==> config.mk <==
export PLATFORM = sky130hd
export DESIGN_NAME = srebt_top
export DESIGN_NICKNAME = d
export VERILOG_FILES = /design/src/rtl/srebt_pkg.sv /design/src/rtl/srebt_gate_if.sv /design/src/rtl/srebt_sleep_gate.sv /design/src/rtl/srebt_top.sv
export SDC_FILE = /design/constraint.sdc
export NUM_CORES = 1
export LEC_CHECK = 0
export BUFFER_PORTS_ARGS = -buffer_cell sky130_fd_sc_hd__buf_2
export CORE_MARGIN = 2
export CORE_UTILIZATION = 45
export DETAILED_ROUTE_END_ITERATION = 12
export PLACE_DENSITY = 0.75
export SETUP_SLACK_MARGIN = 0.3
export SYNTH_ARGS = -nofsm -noshare
export SYNTH_HDL_FRONTEND = slang
export SYNTH_SLANG_ARGS = --single-unit
export TNS_END_PERCENT = 100
==> constraint.sdc <==
create_clock -name clk -period 1.2 [get_ports clk]
set_input_delay 0.12 -clock clk [delete_from_list [all_inputs] [get_ports clk]]
set_output_delay 0.12 -clock clk [all_outputs]
set_load 0.02 [all_outputs]
==> src/rtl/srebt_pkg.sv <==
package srebt_pkg;

	// Register bus geometry
	localparam int          ADDR_W       = 8;
	localparam int          DATA_W       = 32;

	// Byte offsets of the registers
	localparam logic [7:0]  OFF_ENABLE   = 8'h44;
	localparam logic [7:0]  OFF_STATUS   = 8'h4c;

	// Value of the enable register after the main supply reset
	localparam logic [31:0] ENABLE_RESET = 32'h0000_0000;

	// Bits 28:3 store; 31:29 and 2:0 read zero
	localparam logic [31:0] WRITABLE_MASK = 32'h1fff_fff8;

	// Blocks that are reset or kept on sleep: 25:10, 8:5, 3
	localparam logic [31:0] COVERED_MASK  = 32'h03ff_fde8;

	// Bit that commands the first serial flash port to sleep
	localparam int          FLASH0_SLEEP_BIT = 9;

	// Sleep command sequence of the first serial flash port
	typedef enum {
		SREBT_FREE,
		SREBT_PENDING,
		SREBT_ASLEEP
	} srebt_flash_state_t;

endpackage

==> src/rtl/srebt_gate_if.sv <==
`timescale 1ns/1ns
interface srebt_gate_if;
	import srebt_pkg::*;

	logic [DATA_W-1:0] enable;
	logic [DATA_W-1:0] asleep;
	logic [DATA_W-1:0] block_reset;

	modport ctrl (output enable, output asleep, input block_reset);
	modport gate (input enable, input asleep, output block_reset);
endinterface

==> src/rtl/srebt_sleep_gate.sv <==
`timescale 1ns/1ns
module srebt_sleep_gate #(
	parameter logic [31:0] MASK = srebt_pkg::COVERED_MASK
) (
	// Clock and reset
	input  wire logic   clk,
	input  wire logic   srst,
	// Enables in, sleep resets out
	srebt_gate_if.gate  gif
);
	import srebt_pkg::*;

	logic [DATA_W-1:0] was_asleep;
	logic [DATA_W-1:0] entry;
	logic [DATA_W-1:0] entry_keep;
	logic [DATA_W-1:0] entry_reset;

	// Sleep entry and the choice taken at that moment
	assign entry       = gif.asleep & ~was_asleep & MASK;
	assign entry_keep  = entry & ~gif.enable;
	assign entry_reset = entry & gif.enable;

	// Previous sleep level, for entry detection
	always_ff @(posedge clk) begin
		if (srst) begin
			was_asleep <= '0;
		end else begin
			was_asleep <= gif.asleep;
		end
	end

	// Enable is sampled at entry and held until wake, so a late write cannot
	// reset a block in the middle of its sleep
	always_ff @(posedge clk) begin
		if (srst) begin
			gif.block_reset <= '0;
		end else begin
			gif.block_reset <= gif.asleep & MASK & ((was_asleep & gif.block_reset) | entry_reset); // RULE1 RULE2
		end
	end

	AST_KEEP_ON_SLEEP: assert property (@(posedge clk) disable iff (srst) // RULE1
		##1 ((gif.block_reset & $past(entry_keep)) == '0))
		else $error("block with clear enable was reset on sleep");

	AST_RESET_ON_SLEEP: assert property (@(posedge clk) disable iff (srst) // RULE2
		##1 (($past(entry_reset) & ~gif.block_reset) == '0))
		else $error("block with set enable was not reset on sleep");

	AST_RESET_ONLY_ASLEEP: assert property (@(posedge clk) disable iff (srst) // RULE2
		##1 ((gif.block_reset & ~$past(gif.asleep)) == '0))
		else $error("sleep reset seen on an awake block");

	COV_RESET_ENTRY: cover property (@(posedge clk) disable iff (srst) entry_reset != '0);
	COV_KEEP_ENTRY: cover property (@(posedge clk) disable iff (srst) entry_keep != '0);

endmodule

==> src/rtl/srebt_top.sv <==
// What this block does
// [RULE1] Clear enable bit: block keeps state asleep
// [RULE2] Set enable bit: block reset entering sleep
// [RULE3] Bit 9 clear: flash port zero clocks free
// [RULE4] Bit 9 set: flash port zero sleeps when able
// [RULE5] Firmware: reset-asleep block may refuse writes
// [RULE6] Reset clears; reserved read zero; vendor bits store
//
// Implementation choice: the address-and-strobe port.
`timescale 1ns/1ns
module srebt_top (
	// Clock and reset
	input  wire logic                             clk,
	input  wire logic                             srst,
	// Register port
	input  wire logic [srebt_pkg::ADDR_W-1:0]     reg_addr,
	input  wire logic [srebt_pkg::DATA_W-1:0]     reg_wdata,
	input  wire logic                             reg_wr,
	input  wire logic                             reg_rd,
	output logic      [srebt_pkg::DATA_W-1:0]     reg_rdata,
	// Sleep levels in, sleep resets out, one bit per block
	input  wire logic [srebt_pkg::DATA_W-1:0]     block_asleep,
	output logic      [srebt_pkg::DATA_W-1:0]     block_sleep_reset,
	// First serial flash port sleep handshake
	input  wire logic                             serial_flash_port_zero_idle,
	output logic                                  serial_flash_port_zero_sleep
);
	import srebt_pkg::*;

	logic [DATA_W-1:0]   sleep_reset_enable_second;
	srebt_flash_state_t  flash_state;
	srebt_flash_state_t  next_flash_state;
	logic                sleep_bit;
	logic                hit_enable;
	logic                hit_status;
	logic [DATA_W-1:0]   status_word;

	srebt_gate_if gif ();

	// Address decode
	assign hit_enable = (reg_addr == OFF_ENABLE);
	assign hit_status = (reg_addr == OFF_STATUS);
	assign sleep_bit  = sleep_reset_enable_second[FLASH0_SLEEP_BIT];

	// Enable register: main supply reset clears, reserved bits never store
	always_ff @(posedge clk) begin
		if (srst) begin
			sleep_reset_enable_second <= ENABLE_RESET; // RULE6
		end else if (reg_wr && hit_enable) begin
			sleep_reset_enable_second <= reg_wdata & WRITABLE_MASK; // RULE6
		end
	end

	// Read data, valid only in the cycle after the read strobe
	always_ff @(posedge clk) begin
		if (srst) begin
			reg_rdata <= '0;
		end else if (reg_rd && hit_enable) begin
			reg_rdata <= sleep_reset_enable_second; // RULE6
		end else if (reg_rd && hit_status) begin
			reg_rdata <= status_word;
		end else begin
			reg_rdata <= '0;
		end
	end

	// Status: blocks held in sleep reset, and the flash port asleep at bit 9
	always_comb begin
		status_word = block_sleep_reset;
		status_word[FLASH0_SLEEP_BIT] = serial_flash_port_zero_sleep;
	end

	// Per-block sleep reset gating; vendor bits and bit 9 are left out of the mask
	assign gif.enable = sleep_reset_enable_second;
	assign gif.asleep = block_asleep;
	assign block_sleep_reset = gif.block_reset;

	srebt_sleep_gate #(
		.MASK (COVERED_MASK)
	) u_gate (
		.clk  (clk),
		.srst (srst),
		.gif  (gif)
	);

	// Flash port sleep sequence: wait for idle, then hold it asleep
	always_comb begin
		next_flash_state = flash_state;
		unique case (flash_state)
			SREBT_FREE: begin
				if (sleep_bit && serial_flash_port_zero_idle) begin
					next_flash_state = SREBT_ASLEEP; // RULE4
				end else if (sleep_bit) begin
					next_flash_state = SREBT_PENDING;
				end
			end
			SREBT_PENDING: begin
				if (!sleep_bit) begin
					next_flash_state = SREBT_FREE; // RULE3
				end else if (serial_flash_port_zero_idle) begin
					next_flash_state = SREBT_ASLEEP; // RULE4
				end
			end
			SREBT_ASLEEP: begin
				if (!sleep_bit) begin
					next_flash_state = SREBT_FREE; // RULE3
				end
			end
		endcase
	end

	// State register
	always_ff @(posedge clk) begin
		if (srst) begin
			flash_state <= SREBT_FREE;
		end else begin
			flash_state <= next_flash_state;
		end
	end

	// Sleep command flop, follows the next state so it lines up with it
	always_ff @(posedge clk) begin
		if (srst) begin
			serial_flash_port_zero_sleep <= 1'b0;
		end else begin
			serial_flash_port_zero_sleep <= (next_flash_state == SREBT_ASLEEP); // RULE3 RULE4
		end
	end

	AST_FLASH_FREE: assert property (@(posedge clk) disable iff (srst) // RULE3
		!sleep_bit |=> !serial_flash_port_zero_sleep)
		else $error("flash port held asleep with bit 9 clear");

	AST_FLASH_SLEEP: assert property (@(posedge clk) disable iff (srst) // RULE4
		(sleep_bit && serial_flash_port_zero_idle) |=> serial_flash_port_zero_sleep)
		else $error("flash port not put to sleep when idle");

	AST_FLASH_WAIT: assert property (@(posedge clk) disable iff (srst) // RULE4
		(!serial_flash_port_zero_sleep && !serial_flash_port_zero_idle) |=> !serial_flash_port_zero_sleep)
		else $error("flash port put to sleep while busy");

	AST_FLASH_HOLD: assert property (@(posedge clk) disable iff (srst) // RULE4
		(serial_flash_port_zero_sleep && sleep_bit) |=> serial_flash_port_zero_sleep)
		else $error("flash port left sleep while commanded");

	AST_WRITE_STORE: assert property (@(posedge clk) disable iff (srst) // RULE6
		(reg_wr && hit_enable) |=> (sleep_reset_enable_second == ($past(reg_wdata) & WRITABLE_MASK)))
		else $error("enable register did not store the write");

	AST_RESERVED_ZERO: assert property (@(posedge clk) disable iff (srst) // RULE6
		(reg_rd && hit_enable) |=> ((reg_rdata & ~WRITABLE_MASK) == '0))
		else $error("reserved enable bits read nonzero");

	AST_READ_ECHO: assert property (@(posedge clk) disable iff (srst) // RULE6
		(reg_wr && hit_enable) ##1 (reg_rd && hit_enable && !reg_wr)
		|=> (reg_rdata == ($past(reg_wdata, 2) & WRITABLE_MASK)))
		else $error("read back differs from written value");

	AST_UNMAPPED_ZERO: assert property (@(posedge clk) disable iff (srst)
		(reg_rd && !hit_enable && !hit_status) |=> (reg_rdata == '0))
		else $error("unmapped read returned nonzero");

	COV_FLASH_PENDING: cover property (@(posedge clk) disable iff (srst)
		flash_state == SREBT_PENDING ##1 flash_state == SREBT_ASLEEP);
	COV_FLASH_RELEASE: cover property (@(posedge clk) disable iff (srst)
		serial_flash_port_zero_sleep ##1 !serial_flash_port_zero_sleep);
	COV_WRITE_READ: cover property (@(posedge clk) disable iff (srst)
		(reg_wr && hit_enable) ##1 (reg_rd && hit_enable));

endmodule

; Word-level counts from Yosys, hierarchy flattened
; Cells that the tools add are included.
[word_totals]
output_inout_bits = 65
input_bits = 77
word_cells = 33
ff_bits = 155
[op_classes]
n_bitwise = 7
n_eq_ne = 5
n_mux = 8
reduce_logical = 6
[op_table]
columns = operator, count
row1 = $mux W32, 5
row2 = $pmux W32 S3, 1
row3 = $mux W29, 2
row4 = $and A26 B32 Y32, 1
row5 = $and A32 B32 Y32, 1
row6 = $eq A32 B1 Y1 const B, 1
row7 = $eq A32 B2 Y1 const B, 1
row8 = $eq A32 B3 Y1 const B, 1
row9 = $logic_not A32 Y1, 1
row10 = $or A32 B32 Y32, 1
row11 = $and A26 B29 Y29, 1
row12 = $and A26 B26 Y26, 1
row13 = $not A26 Y26, 1
row14 = $eq A8 B7 Y1 const B, 2
row15 = $logic_and A1 B1 Y1, 4
row16 = $reduce_or A3 Y1, 1
row17 = $not A1 Y1, 1

; Longest topological paths before layout
[logic_depth]
word_depth = 5
depth_mapped = 6
ltp_nobuf = 4

; Modules after synthesis
; A second synthesis with hierarchy kept.
[hier_totals]
cells_unflattened = 399
area_unflattened_um2 = 4689.5
[by_module_without_submodules]
columns = module, cells_per_inst, seq_area_each_um2, area_per_inst_um2, n_inst
row1 = srebt_top, 280, 1821.7, 3074.2, 1
row2 = srebt_sleep_gate, 119, 840.8, 1615.3, 1

; Worst setup path after synthesis
; No wires, ideal clock.
[synth_timing]
path_type = reg2reg
start = reg flash_state[23]
end = reg serial_flash_port_zero_sleep
setup_ns = 0.058
required_time_ns = 1.142
arrival_ns = 1.127
slack_ns = 0.015
n_path_buf = 0
stages_incl_launch_ff = 5
synth_period_minus_slack_ns = 1.185
path_cell_list = dfxtp_1 > nor4_1 > nand4_1 > nor4b_1 > o21a_1
[synth_between]
elab_chain_cells = 4
word_cells_on_any_way = 10
classes_between = 3 x eq/ne / 6 x mux / 1 x reduce/logical
[synth_lines]
columns = item, line_no
row1 = start: declaration, srebt_top.sv:31  ; srebt_flash_state_t flash_state;
row2 = start signal: assignment, srebt_top.sv:117  ; flash_state <= next_flash_state;
row3 = branches (longest 2 deep; another with $eq A32 B2 Y1), n/a
row4 = $pmux W32 S3 *, srebt_top.sv:89  ; unique case (flash_state)
row5 = $eq A32 B3 Y1 *, srebt_top.sv:126  ; serial_flash_port_zero_sleep <= (next_flash_state == SREBT_ASLEEP);
row6 = end signal: assignment, srebt_top.sv:126
row7 = end: declaration, srebt_top.sv:26  ; output logic serial_flash_port_zero_sleep
; Every way passes the cells marked *.
; A chain may end at the register's enable or synchronous reset.

; Final worst setup path
[layout_timing]
start = reg flash_state[27]
end = reg serial_flash_port_zero_sleep
; The elaborated chain is that of the path after synthesis.

==> out/qor.json <==
{
  "status": "complete, but fails checks",
  "failed_checks": "setup timing",
  "clock.fmax_mhz": 707.7,
  "gp_congestion": 0.7264,
  "clk_root_buffer_cell": "sky130_fd_sc_hd__clkbuf_8",
  "synthTopCellsByArea": "sky130_fd_sc_hd__dfxtp_1, sky130_fd_sc_hd__mux2i_1, sky130_fd_sc_hd__nor2b_1",
  "crit_family": "simple AND/OR/NAND/NOR gates",
  "detailedPlace.worstSlack_ps": -162.0,
  "timing.hold.worst_path_depth": 3,
  "path_cells": "nor4_4 > nand4_1 > nor4b_2 > o21a_1",
  "hold_path_startpoint": "srst",
  "diodes": 0,
  "core_mm2": 0.009284,
  "clock_path_buffers": 2,
  "critical_path_sink_type": "flop",
  "htree_num_levels": 4,
  "unique_masters_post_synth": 27,
  "detail_route.first_pass.iterations": 4,
  "multi_input_gate_area_in_the_final_layout_mm2": 0.001765,
  "finalCritPeriodShare_pct": 117.7,
  "filler_cell_count": 571,
  "cellLeakagePower_uw": 0.003117,
  "cp.buffers_inverters": 0,
  "chipHeight_um": 102.0,
  "port_buffers": 107,
  "route.detailed.vias_per_inst": 4.669,
  "clock-skew-final_ps": 10.06,
  "tritoncts_num_sinks": 127,
  "floorplan.initialDensity_pct": 46.59,
  "report.final.setup_viol": 3,
  "min_period_ps": 1413,
  "postLayoutCellArea_mm2": 0.006820,
  "dieWidth_um": 102.0,
  "r2r_cells": 4,
  "maxCapViolCount": 0,
  "finalHoldViolCount": 0,
  "highest_count_cells_in_the_layout_ignoring_fill_and_taps": "sky130_fd_sc_hd__dfxtp_1, sky130_fd_sc_hd__mux2i_1, sky130_fd_sc_hd__buf_6, sky130_fd_sc_hd__buf_2",
  "design.die.area_mm2": 0.01041,
  "first_iter_violations": 49,
  "syn_area_mm2": 0.004325,
  "seq_area_frac_synth_pct": 58.78,
  "grt_antenna_before_repair": 0,
  "critical-path-slowest-cell": "sky130_fd_sc_hd__dfxtp_1",
  "yosys_most_used_dff": "sky130_fd_sc_hd__dfxtp_1",
  "layout-drive-gt1-share_pct": 45.25,
  "worst_ep_required_time_ps": 1650,
  "grt_max_degree": 28,
  "worstPathArrival_ps": 1860,
  "yosysTopAreaCellShare_pct": 58.78,
  "design.final.nets": 655,
  "fin_util_pct": 73.46,
  "mostFrequentLayoutCell": "sky130_fd_sc_hd__dfxtp_1",
  "vias": 3357,
  "synthCells": 383,
  "antenna_left": 0,
  "timing.hold.worst.class": "input port to flop",
  "power_per_cell_area_mw_per_mm2": 1397,
  "netlist.top_cell.by_area": "sky130_fd_sc_hd__dfxtp_1",
  "post-route-drc-count": 0,
  "overflow": 0,
  "crit_type": "flop to flop",
  "top_level_ports": 142,
  "avgSynthCellArea_um2": 11.29,
  "detailedPlacementHpwl_mm": 5.615,
  "critPathLaunchType": "flop",
  "clock_insertion_delay_worst_skew_ps": 510,
  "worstReg2RegStart": "flash_state[27]$_SDFF_PP0_",
  "detailed_place.area_mm2": 0.004956,
  "synthToLayoutAreaGrowth_pct": 57.68,
  "total_wire_length_mm": 10.99,
  "worst_ir_drop_vdd_v": 0.0007535,
  "yosys_register_bits": 127,
  "synth_enable_flop_cells": 0,
  "final.setup.worst_slack_ps": -213.0,
  "synth-async-reset-ratio_pct": 0,
  "final_max_slew_viol_count": 0,
  "grt_setup_unrepaired": "yes",
  "grt_usage_pct": 20.59,
  "tritoncts": "yes",
  "setup.reg_to_reg.worst_slack_ps": -210,
  "cp_slowest_stage_delay_ps": 340,
  "final-seq-area_mm2": 0.002609,
  "wl_per_cell_um": 15.28,
  "grt_pass1_vias": 3517,
  "first_pass_grt_wire_length_mm": 16.50,
  "r2r_end": "serial_flash_port_zero_sleep$_SDFF_PP0_",
  "worstHoldEndpoint": "flash_state[1]$_SDFF_PP0_",
  "cts-buffers-inserted": 17,
  "worst_setup_hold_path_clk_slew_ps": 60,
  "worst-path-max-fanout": 4,
  "sum_neg_setup_slack_ps": -471.3,
  "rows": 35,
  "yosys_warnings": 0
}
==> per-stage QoR <==
stage                     hold WS [ps]  instances  total power, uW
final                            72.06        719             9529
after global placement           349.2        609             4672
after CTS                        50.70        715             9564
after detailed placement         360.1        609             4679
after floorplan                  199.1        399             4579
after global routing             64.14        719             9834
==> what timing repair did <==
action	in CTS	in global routing
endpoints found under the setup margin	81	81
pin swaps	33	9
setup buffers	25	4
gates cloned	2	0
hold buffers	48	0
endpoints found under the hold margin	70	0
resized for setup	181	22
==> how the worst max path moves through the flow <==
stage,startpoint,end,slack [ps],depth (start not counted)
after floorplan,flash_state[26]$_SDFF_PP0_,serial_flash_port_zero_sleep$_SDFF_PP0_,30,4
after global placement,flash_state[26]$_SDFF_PP0_,serial_flash_port_zero_sleep$_SDFF_PP0_,-110,4
after detailed placement,flash_state[18]$_SDFF_PP0_,serial_flash_port_zero_sleep$_SDFF_PP0_,-160,4
after CTS,flash_state[18]$_SDFF_PP0_,serial_flash_port_zero_sleep$_SDFF_PP0_,-130,4
after global routing,flash_state[27]$_SDFF_PP0_,serial_flash_port_zero_sleep$_SDFF_PP0_,-300,4
final,flash_state[27]$_SDFF_PP0_,serial_flash_port_zero_sleep$_SDFF_PP0_,-210,4
==> state kept, by name, summed over array words and instances (netlist names) <==
signal and cells:
flash_state 32, gif.enable 26, reg_rdata 26, u_gate.gif.block_reset 21
u_gate.was_asleep 21, serial_flash_port_zero_sleep 1
==> area by class of cell <==
type | count | area share (%)
Tap cell | 129 | 2.367
Clock buffer | 17 | 6.072
Multi-Input combinational cell | 239 | 25.89
Timing Repair Buffer | 193 | 25.30
Clock inverter | 14 | 2.128
Sequential cell | 127 | 38.25
==> kinds of logic (layout without fill, tap and decap cells) <==
kind of cell | Yosys count | after routing | synth area share, %
AOI/OAI and AO/OA | 6 | 6 | 0.9837
buffers and inverters | 33 | 224 | 5.438
DFF | 127 | 127 | 58.78
muxes | 69 | 69 | 15.97
other | 1 | 17 | 0.08670
and+or+nand+nor | 147 | 147 | 18.74
==> worst register-to-register path, stage by stage, from the launching register on <==
cell	delay [ps]
sky130_fd_sc_hd__dfxtp_1	340
sky130_fd_sc_hd__nor4_4	280
sky130_fd_sc_hd__nand4_1	240
sky130_fd_sc_hd__nor4b_2	340
sky130_fd_sc_hd__o21a_1	160
==> power by group <==
part	internal, uW	switching (uW)	total (uW)
registers	4250	19.5	4270
logic	280	208	488
clock network	2940	1830	4770
==> cell usage after synthesis, types with 2 or more instances <==
library cell / instances
sky130_fd_sc_hd__dfxtp_1: 127
sky130_fd_sc_hd__nor4_1: 7
sky130_fd_sc_hd__o21ai_0: 2
sky130_fd_sc_hd__mux2i_1: 69
sky130_fd_sc_hd__and2_1: 30
sky130_fd_sc_hd__nor3b_1: 4
sky130_fd_sc_hd__nor2_1: 51
sky130_fd_sc_hd__nand2_1: 2
sky130_fd_sc_hd__buf_2: 4
sky130_fd_sc_hd__clkbuf_1: 7
sky130_fd_sc_hd__nand4b_1: 2
sky130_fd_sc_hd__nor2b_1: 43
sky130_fd_sc_hd__nand2b_1: 2
sky130_fd_sc_hd__buf_8: 2
sky130_fd_sc_hd__nand4_1: 2
sky130_fd_sc_hd__buf_4: 17
sky130_fd_sc_hd__buf_6: 2
==> per-layer routing <==
| metal | global-route usage, % | wire [um] | vias up |
|---|---|---|---|
| met1 | 21.94 | 4325 | 1619 |
| met3 | 4.925 | 419 | 23 |
| met2 | 38.31 | 6036 | 87 |
| met4 | 9.333 | 206 | 0 |
| met5 | 0 | 0 | - |
| li1 | - | - | 1628 |
Note: power is estimated with default switching activity, not from simulation.
